**src/qdp_pkg.sv**
```systemverilog
package qdp_pkg;
  localparam int unsigned POTS = 4;
  localparam int unsigned REGS = 4;
  localparam int unsigned WIPER_W = 6;
  localparam int unsigned TAPS = 64;
  localparam int unsigned SEGMENTS = 63;
  // Identification byte layout.
  localparam logic [3:0] DEV_TYPE = 4'h5;
  localparam logic [1:0] ID_PAD = 2'h0;
  localparam int unsigned TYPE_LO = 4;
  localparam int unsigned PAD_LO = 2;
  // Instruction byte layout.
  localparam int unsigned OP_LO = 4;
  localparam int unsigned REG_LO = 2;
  localparam int unsigned POT_LO = 0;
  // Operation codes.
  localparam logic [3:0] OP_RD_WIPER = 4'h9;
  localparam logic [3:0] OP_WR_WIPER = 4'hA;
  localparam logic [3:0] OP_RD_STORE = 4'hB;
  localparam logic [3:0] OP_WR_STORE = 4'hC;
  localparam logic [3:0] OP_XFR_TO_WIPER = 4'hD;
  localparam logic [3:0] OP_XFR_TO_STORE = 4'hE;
  localparam logic [3:0] OP_GXFR_TO_WIPER = 4'h1;
  localparam logic [3:0] OP_GXFR_TO_STORE = 4'h8;
  localparam logic [3:0] OP_RD_STATUS = 4'h5;
  // Reset values.
  localparam logic [5:0] WIPER_RST = 6'h00;
  localparam logic [5:0] STORE_RST = 6'h00;
  // Nonvolatile save time: longest time in microseconds, clock in MHz.
  localparam int unsigned NV_SAVE_US = 10000;
  localparam int unsigned CLK_MHZ = 125;
  localparam int unsigned NV_SAVE_CYC = NV_SAVE_US * CLK_MHZ;
  localparam int unsigned BUSY_W = 21;

  typedef enum logic [4:0] {
    ST_IDLE = 5'h01,
    ST_ID = 5'h02,
    ST_INSTR = 5'h04,
    ST_DATA = 5'h08,
    ST_DONE = 5'h10
  } qdp_state_e;
endpackage

```
**src/qdp_tap_decode.sv**
```systemverilog
`timescale 1ns/1ps
`default_nettype none
module qdp_tap_decode
  import qdp_pkg::*;
(
  input wire logic clk_i,
  input wire logic nrst_i,
  input wire logic [POTS*WIPER_W-1:0] wiper_i,
  output logic [POTS*TAPS-1:0] tap_sel_o
);
  logic [POTS*TAPS-1:0] tap_d;

  // Exactly one of the 64 taps between the 63 segments is closed per pot.
  always_comb begin
    tap_d = '0;
    for (int p = 0; p < POTS; p++) begin
      tap_d[p*TAPS + int'(wiper_i[p*WIPER_W +: WIPER_W])] = 1'b1;
    end
  end

  always_ff @(posedge clk_i) begin
    if (!nrst_i) begin
      tap_sel_o <= '0;
    end else begin
      tap_sel_o <= tap_d;
    end
  end
endmodule
`default_nettype wire

```
**src/qdp_serial_ctrl.sv**
```systemverilog
// Behaviour
// - Each pot has 63 segments and 64 taps.
// - Per pot one wiper and four stored settings.
// - Wiper register value selects the closed tap.
// - Power-up loads wiper from stored setting zero.
// - Read data changes on serial clock falling.
// - Input bits captured on serial clock rising.
// - Select high releases output, standby unless saving.
// - Select low enables device, active power mode.
// - Command needs select falling edge after power-up; select syncs reset high, so one held low still opens a frame.
// - Pause input freezes sequence without resetting it.
// - Straps give identification byte's two low bits.
// - Respond only when serial address matches straps.
// - Write protect low blocks nonvolatile writes.
// - Six-bit wiper decoded to one of 64.
// - Instruction byte: operation, register, pot fields.
// - Save starts at select rise; busy flag readable.
`timescale 1ns/1ps
`default_nettype none
module qdp_serial_ctrl
  import qdp_pkg::*;
#(
  parameter int unsigned NV_SAVE_CYCLES = NV_SAVE_CYC
) (
  input wire logic clk_i,
  input wire logic nrst_i,
  input wire logic sck_i,
  input wire logic cs_n_i,
  input wire logic si_i,
  input wire logic hold_n_i,
  input wire logic wp_n_i,
  input wire logic [1:0] strap_address_inputs_i,
  output logic so_o,
  output logic so_oe_n_o,
  output logic active_o,
  output logic standby_o,
  output logic nv_save_busy_flag_o,
  output logic [POTS*WIPER_W-1:0] wiper_position_reg_o,
  output logic [POTS*TAPS-1:0] tap_sel_o
);
  // Pin synchronisers: the first stage is read only by the second.
  logic [5:0] sync_m_q;
  logic [5:0] sync_q;
  logic [1:0] strap_m_q;
  logic [1:0] strap_q;
  logic sck_p_q;
  logic cs_p_q;
  logic sck_q, cs_q, si_q, hold_q, wp_q;

  logic [5:0] wiper_position_reg [POTS];
  logic [5:0] stored_setting_regs [POTS][REGS];
  qdp_state_e st_q, st_d;
  logic [2:0] bitcnt_q;
  logic [7:0] rx_q;
  logic [7:0] tx_q;
  logic [3:0] op_q;
  logic [1:0] reg_q, pot_q;
  logic pend_q;
  logic [3:0] pend_op_q;
  logic [1:0] pend_reg_q, pend_pot_q;
  logic [5:0] pend_data_q;
  logic [BUSY_W-1:0] busy_q;
  logic recall_q;

  assign sck_q = sync_q[0];
  assign cs_q = sync_q[1];
  assign si_q = sync_q[2];
  assign hold_q = sync_q[3];
  assign wp_q = sync_q[4];

  always_ff @(posedge clk_i) begin
    if (!nrst_i) begin
      sync_m_q <= 6'h1A;
      sync_q <= 6'h1A;
      strap_m_q <= 2'h0;
      strap_q <= 2'h0;
      sck_p_q <= 1'b0;
      cs_p_q <= 1'b1;
    end else begin
      sync_m_q <= {1'b0, wp_n_i, hold_n_i, si_i, cs_n_i, sck_i};
      sync_q <= sync_m_q;
      strap_m_q <= strap_address_inputs_i;
      strap_q <= strap_m_q;
      sck_p_q <= sck_q;
      cs_p_q <= cs_q;
    end
  end

  wire sck_rise = sck_q & ~sck_p_q;
  wire sck_fall = ~sck_q & sck_p_q;
  wire cs_fall = cs_p_q & ~cs_q;
  wire cs_rise = ~cs_p_q & cs_q;
  wire in_frame = (st_q == ST_ID) || (st_q == ST_INSTR) || (st_q == ST_DATA);
  // A paused sequence ignores clock edges; its bit count stays put.
  wire take = sck_rise & hold_q & ~cs_q & in_frame;
  wire [7:0] rx_next = {rx_q[6:0], si_q};
  wire byte_done = take && (bitcnt_q == 3'h7);
  wire [3:0] new_op = rx_next[7:OP_LO];
  wire [1:0] new_reg = rx_next[REG_LO +: 2];
  wire [1:0] new_pot = rx_next[POT_LO +: 2];
  // Type, zero pad and the strapped address must all match.
  wire id_match = (rx_next[7:TYPE_LO] == DEV_TYPE) && (rx_next[PAD_LO +: 2] == ID_PAD)
                  && (rx_next[1:0] == strap_q);
  wire three_byte = (new_op == OP_RD_WIPER) || (new_op == OP_WR_WIPER)
                    || (new_op == OP_RD_STORE) || (new_op == OP_WR_STORE)
                    || (new_op == OP_RD_STATUS);
  wire is_read = (op_q == OP_RD_WIPER) || (op_q == OP_RD_STORE) || (op_q == OP_RD_STATUS);
  wire instr_done = byte_done && (st_q == ST_INSTR);
  wire data_done = byte_done && (st_q == ST_DATA);
  wire nv_busy = (busy_q != '0);
  // A save is started only from a complete write and never while protected.
  wire commit = cs_rise && pend_q && wp_q && !nv_busy;
  wire to_store = (new_op == OP_XFR_TO_STORE) || (new_op == OP_GXFR_TO_STORE);

  // Reset parks the machine in ST_DONE, which only a high select leaves; the synchronised select
  // also resets high, so a select held low through power-up still yields a falling edge and opens a frame.
  always_comb begin
    st_d = st_q;
    case (st_q)
      ST_IDLE: begin
        if (cs_fall) begin
          st_d = ST_ID;
        end
      end
      ST_ID: begin
        if (byte_done) begin
          st_d = id_match ? ST_INSTR : ST_DONE;
        end
      end
      ST_INSTR: begin
        if (byte_done) begin
          st_d = three_byte ? ST_DATA : ST_DONE;
        end
      end
      ST_DATA: begin
        if (byte_done) begin
          st_d = ST_DONE;
        end
      end
      ST_DONE: st_d = ST_DONE;
      default: st_d = ST_IDLE;
    endcase
    if (cs_q) begin
      st_d = ST_IDLE;
    end
  end

  always_ff @(posedge clk_i) begin
    if (!nrst_i) begin
      st_q <= ST_DONE;
      bitcnt_q <= 3'h0;
      rx_q <= 8'h00;
      op_q <= 4'h0;
      reg_q <= 2'h0;
      pot_q <= 2'h0;
    end else begin
      st_q <= st_d;
      if (take) begin
        rx_q <= rx_next;
      end
      if (cs_q || (st_q == ST_IDLE)) begin
        bitcnt_q <= 3'h0;
      end else if (take) begin
        bitcnt_q <= bitcnt_q + 3'h1;
      end
      if (instr_done) begin
        op_q <= new_op;
        reg_q <= new_reg;
        pot_q <= new_pot;
      end
    end
  end

  // Read data leaves MSB first, moving only on a falling clock edge.
  always_ff @(posedge clk_i) begin
    if (!nrst_i) begin
      tx_q <= 8'h00;
      so_o <= 1'b0;
    end else if (instr_done) begin
      case (new_op)
        OP_RD_WIPER: tx_q <= {2'h0, wiper_position_reg[new_pot]};
        OP_RD_STORE: tx_q <= {2'h0, stored_setting_regs[new_pot][new_reg]};
        OP_RD_STATUS: tx_q <= {7'h00, nv_busy};
        default: tx_q <= 8'h00;
      endcase
    end else if (sck_fall && hold_q && !cs_q && (st_q == ST_DATA) && is_read) begin
      so_o <= tx_q[7];
      tx_q <= {tx_q[6:0], 1'b0};
    end
  end

  // The output is released while deselected or paused, so a shared bus stays free.
  assign so_oe_n_o = ~((st_q == ST_DATA) && is_read && !cs_q && hold_q);

  // Nonvolatile writes are queued until select rises; a cut frame queues nothing.
  always_ff @(posedge clk_i) begin
    if (!nrst_i) begin
      pend_q <= 1'b0;
      pend_op_q <= 4'h0;
      pend_reg_q <= 2'h0;
      pend_pot_q <= 2'h0;
      pend_data_q <= 6'h00;
    end else if (cs_rise) begin
      pend_q <= 1'b0;
    end else if (instr_done && to_store) begin
      pend_q <= 1'b1;
      pend_op_q <= new_op;
      pend_reg_q <= new_reg;
      pend_pot_q <= new_pot;
    end else if (data_done && (op_q == OP_WR_STORE)) begin
      pend_q <= 1'b1;
      pend_op_q <= op_q;
      pend_reg_q <= reg_q;
      pend_pot_q <= pot_q;
      pend_data_q <= rx_next[5:0];
    end
  end

  always_ff @(posedge clk_i) begin
    if (!nrst_i) begin
      busy_q <= '0;
    end else if (commit) begin
      busy_q <= BUSY_W'(NV_SAVE_CYCLES);
    end else if (nv_busy) begin
      busy_q <= busy_q - BUSY_W'(1);
    end
  end

  // Stored settings take their reset value on power-up; nonvolatility is modelled
  // only through the save time, since the array has no retention of its own.
  always_ff @(posedge clk_i) begin
    if (!nrst_i) begin
      recall_q <= 1'b1;
      for (int p = 0; p < POTS; p++) begin
        wiper_position_reg[p] <= WIPER_RST;
        for (int r = 0; r < REGS; r++) begin
          stored_setting_regs[p][r] <= STORE_RST;
        end
      end
    end else begin
      recall_q <= 1'b0;
      for (int p = 0; p < POTS; p++) begin
        if (recall_q) begin
          wiper_position_reg[p] <= stored_setting_regs[p][0];
        end else if (instr_done && (new_op == OP_GXFR_TO_WIPER)) begin
          wiper_position_reg[p] <= stored_setting_regs[p][new_reg];
        end else if (instr_done && (new_op == OP_XFR_TO_WIPER) && (new_pot == 2'(p))) begin
          wiper_position_reg[p] <= stored_setting_regs[p][new_reg];
        end else if (data_done && (op_q == OP_WR_WIPER) && (pot_q == 2'(p))) begin
          wiper_position_reg[p] <= rx_next[5:0];
        end
        if (commit) begin
          for (int r = 0; r < REGS; r++) begin
            if (pend_reg_q == 2'(r)) begin
              if (pend_op_q == OP_GXFR_TO_STORE) begin
                stored_setting_regs[p][r] <= wiper_position_reg[p];
              end else if ((pend_pot_q == 2'(p)) && (pend_op_q == OP_XFR_TO_STORE)) begin
                stored_setting_regs[p][r] <= wiper_position_reg[p];
              end else if ((pend_pot_q == 2'(p)) && (pend_op_q == OP_WR_STORE)) begin
                stored_setting_regs[p][r] <= pend_data_q;
              end
            end
          end
        end
      end
    end
  end

  always_ff @(posedge clk_i) begin
    if (!nrst_i) begin
      active_o <= 1'b0;
      standby_o <= 1'b1;
    end else begin
      active_o <= ~cs_q;
      standby_o <= cs_q & ~nv_busy;
    end
  end

  assign nv_save_busy_flag_o = nv_busy;
  for (genvar g = 0; g < POTS; g++) begin : g_wiper
    assign wiper_position_reg_o[g*WIPER_W +: WIPER_W] = wiper_position_reg[g];
  end

  qdp_tap_decode u_tap (
    .clk_i(clk_i),
    .nrst_i(nrst_i),
    .wiper_i(wiper_position_reg_o),
    .tap_sel_o(tap_sel_o)
  );

  wire [POTS*REGS*WIPER_W-1:0] store_flat;
  for (genvar g = 0; g < POTS*REGS; g++) begin : g_flat
    assign store_flat[g*WIPER_W +: WIPER_W] = stored_setting_regs[g/REGS][g%REGS];
  end
endmodule
`default_nettype wire

```
**config.mk**
```make
export PLATFORM = sky130hd
export DESIGN_NAME = qdp_serial_ctrl
export DESIGN_NICKNAME = d
export VERILOG_FILES = /design/src/qdp_pkg.sv /design/src/qdp_tap_decode.sv /design/src/qdp_serial_ctrl.sv
export SDC_FILE = /design/constraint.sdc
export NUM_CORES = 1
export LEC_CHECK = 0
export BUFFER_PORTS_ARGS = -buffer_cell sky130_fd_sc_hd__buf_2
export CAP_MARGIN = 25
export CELL_PAD_IN_SITES_DETAIL_PLACEMENT = 1
export CELL_PAD_IN_SITES_GLOBAL_PLACEMENT = 1
export CORE_MARGIN = 1.5
export CORE_UTILIZATION = 40
export DETAILED_ROUTE_END_ITERATION = 12
export GPL_ROUTABILITY_DRIVEN = 0
export HOLD_SLACK_MARGIN = 0.05
export PLACE_DENSITY = 0.74
export SLEW_MARGIN = 20
export SYNTH_ARGS = -nofsm -noshare
export SYNTH_HDL_FRONTEND = slang
export SYNTH_SLANG_ARGS = --single-unit
```
**constraint.sdc**
```tcl
create_clock -name clk_i -period 2.79 [get_ports clk_i]
set_clock_uncertainty 0.1 [all_clocks]
set_input_delay 0 -clock clk_i [delete_from_list [all_inputs] [get_ports clk_i]]
set_output_delay 0 -clock clk_i [all_outputs]
set_load 0.005 [all_outputs]
```
==> flow_summary.yaml <==
run_status:
  run_status: "finished, final reports clean"
synthesis:
  async_flop_share_pct: 0
  synth.ff_latch_count: 463
  synth-seq-area-share_pct: 58.2
  yosys_warnings: 0
  netlist.area_leader.share_pct: 38.2
  synth_commonest_cells: "sky130_fd_sc_hd__nor2_1 (418), sky130_fd_sc_hd__dfxtp_1 (343), sky130_fd_sc_hd__edfxtp_1 (120)"
  postSynth.topFlopCell: "sky130_fd_sc_hd__dfxtp_1"
  synth_top_cells_by_area: "sky130_fd_sc_hd__dfxtp_1 (38%), sky130_fd_sc_hd__edfxtp_1 (20%), sky130_fd_sc_hd__nor2_1 (8.7%)"
  synth.largest_area_cell: "sky130_fd_sc_hd__dfxtp_1"
  syn-mean-instance-area_um2: 10.8
  netlist_area_um2: 18000
  netlist-cell-type-count: 76
  yosys.cell_count.top_type: "sky130_fd_sc_hd__nor2_1"
  synthCells: 1665
  number_of_nets_in_the_synthesized_netlist: 1678
  count_of_flip_flops_with_a_built_in_enable_after_synthesis: 120
floorplanning:
  row_count: 77
  die_y_um: 215
  floorplan.initialDensity_pct: 40.6
  die_width_um: 215
  design.core.area_um2: 44300
  die_area_um2: 46200
  num_io_pins: 294
detailed_routing:
  drt-wirelength-per-cell_um: 22.6
  route.detailed.drc: 0
  drt_first_pass_iters: 5
  detail-route-antenna-nets: 0
  finalWirelength_um: 59400
  vias_per_cell: 5.47
  via_count: 14400
  dr_iter_0_viols: 1306
critical_path:
  worst_r2r_startpoint: "busy_q[6]"
  source_of_the_critical_timing_path: "busy_q[6]"
  setup.worst_path.end_class: "flop"
  worstSetupPathType: "reg -> reg"
  worst_setup_sp_type: "flop"
  crit_fanout: 9
  arrival_ns: 2.86
  cp_data_required_time_ns: 3.00
sta:
  fmaxAchievable_ghz: 0.377
  final.min_clock_period_ns: 2.65
  setup_viol_count_final: 0
  max_slew_margin_pct: 39.5
  min_period_over_period_pct: 95.1
  slew_viol_final: 0
  setup_repair_after_global_routing_missed_its_margin: "false"
  finalSetupTns_ns: 0
  worst_slew_pin_slew_ns: 0.907
  final_hold_viols: 0
layout:
  final_core_util_pct: 50.1
  design.final.nets: 2015
  multiInputGateArea_um2: 7020
  area_growth_pct: 23.5
  largest_register_ffs: 256
  layout.area.seq_um2: 10500
  antenna_cells_inserted: 0
  layout-drive-gt1-share_pct: 27.4
  final.fill_count: 4904
pwr:
  part_of_the_total_power_dissipated_in_combinational_logic_pct: 13.2
  power_frac_seq_pct: 46.6
  irDropWorstVdd_mv: 0.530
  power_per_cell_area_nw_per_um2: 728
  power_report.internal_total_mw: 11.8
  power_leakage_nw: 9.08
  power.switching_mw: 4.33
  switching_share_pct: 26.8
  power.clock.fraction_pct: 40.2
clocking:
  cts_tree: "done"
  htree_num_levels: 2
  clkTransAtPathRegs_ns: 0.07
  cts-root-to-sink-buffers: 3
  cts_buffers: 48
  cts_root_buf: "sky130_fd_sc_hd__clkbuf_16"
  cts_setup_buffers: 0
  worst_skew_pair.late_latency_ns: 0.58
  tritoncts_num_sinks: 463
flow_run:
  max_cap_violation_count: 0
min_path:
  hold_path.startpoint: "sync_m_q[3]"
  worstHoldPathType: "reg -> reg"
global_routing:
  grt_pass1_wl_um: 90800
  number_of_antenna_violations_at_the_first_check_in_global_routing: 0
  via_count_of_the_first_global_routing_pass: 14900
  gr-usage-all-layers_pct: 25.4
  grt.overflow.total: 0
  pin_count_of_the_biggest_net_entering_global_routing: 49
placement:
  place.detailed.hpwl_um: 42600
  io_buffer_count: 293
## per-stage QoR
| stage | worst slack, ns | total power [mW] | instance area (um^2) | instances | hold slack, ns |
|---|---|---|---|---|---|
| global placement | 0.186 | 9.67 | 20400 | 2522 | 0.0804 |
| CTS | 0.0314 | 16.3 | 22200 | 2633 | 0.309 |
| finish | 0.137 | 16.2 | 22200 | 2633 | 0.309 |
| global route | 0.0179 | 16.8 | 22200 | 2633 | 0.338 |
| floorplan | 0.0711 | 9.09 | 18000 | 1665 | 0.00147 |
| detailed placement | 0.0663 | 9.77 | 20400 | 2522 | 0.0876 |
## cell families after synthesis
kind of cell    after synthesis  share of synthesized area [%]
compound gates              184                           6.77
xor+xnor                     14                          0.682
fa+ha+maj                     4                          0.278
buf+inv                     125                           2.82
flops                       463                           58.2
mux                         145                           11.6
simple gates                730                           19.6
## worst paths after layout
| path | end | slack, ns | depth (start not counted) |
|---|---|---|---|
| setup / recovery | stored_setting_regs[1][16] | 0.14 | 6 |
| setup reg to reg | stored_setting_regs[1][16] | 0.14 | 6 |
| hold reg to reg | sync_q[3] | 0.31 | 1 |
| hold / removal | sync_q[3] | 0.31 | 1 |
## routing by layer
metal  share of wire (%)  track usage [%]  vias up
met3                 6.8             4.37      117
met5                   0                0        -
met1                  41             32.2     7248
met2                  50             44.3      538
met4                 2.6             7.46        0
li1                    -                -     6498
## layout by cell type (no fill, tap or decap), types with 13 or more instances in the layout
master                          instances
sky130_fd_sc_hd__dlygate4sd3_1         22
sky130_fd_sc_hd__nand3b_1              14
sky130_fd_sc_hd__nor2_1               418
sky130_fd_sc_hd__a21o_1                20
sky130_fd_sc_hd__clkbuf_16             54
sky130_fd_sc_hd__nand4_1               23
sky130_fd_sc_hd__nand2_1               85
sky130_fd_sc_hd__buf_2                293
sky130_fd_sc_hd__inv_1                 19
sky130_fd_sc_hd__nand3_1               45
sky130_fd_sc_hd__nor3_1                14
sky130_fd_sc_hd__o21ai_0               54
sky130_fd_sc_hd__nor2b_1               22
sky130_fd_sc_hd__mux2i_1               82
sky130_fd_sc_hd__edfxtp_1             120
sky130_fd_sc_hd__dfxtp_1              340
sky130_fd_sc_hd__clkbuf_1              14
sky130_fd_sc_hd__a21oi_1               28
sky130_fd_sc_hd__mux2_2                14
sky130_fd_sc_hd__buf_4                 74
sky130_fd_sc_hd__nand2b_1              16
sky130_fd_sc_hd__mux4_2                49
sky130_fd_sc_hd__a211oi_1              13
## area by class of cell
type	instances	area share, %
timing repair buffer	391	10.3
multi-input combinational	1077	31.6
clock inverter	14	0.518
tap	592	3.34
clock buffer	75	6.72
inverter	21	0.355
sequential	463	47.2
## power by group through the flow
stage | Clock (mW) | Combinational (mW) | Sequential [mW]
floorplan | 0 | 1.59 | 7.50
global placement | 0 | 2.04 | 7.63
detailed placement | 0 | 2.11 | 7.66
CTS | 6.62 | 2.16 | 7.52
global route | 6.87 | 2.34 | 7.55
finish | 6.50 | 2.14 | 7.53
## critical path, stage by stage (launching register included)
cell and delay (ns):
sky130_fd_sc_hd__dfxtp_1 0.38, sky130_fd_sc_hd__nor4_4 0.45, sky130_fd_sc_hd__nand4b_4 0.27, sky130_fd_sc_hd__buf_4 0.26, sky130_fd_sc_hd__nor4_4 0.56, sky130_fd_sc_hd__mux2i_1 0.27
sky130_fd_sc_hd__nor2_1 0.10
## what timing repair did
item	4_1_cts	5_1_grt
resized for setup	0	4
hold buffers	22	0
endpoints found under the hold margin	64	0
endpoints found under the setup margin	0	24
No activity file was read; power rests on OpenSTA's default activity.
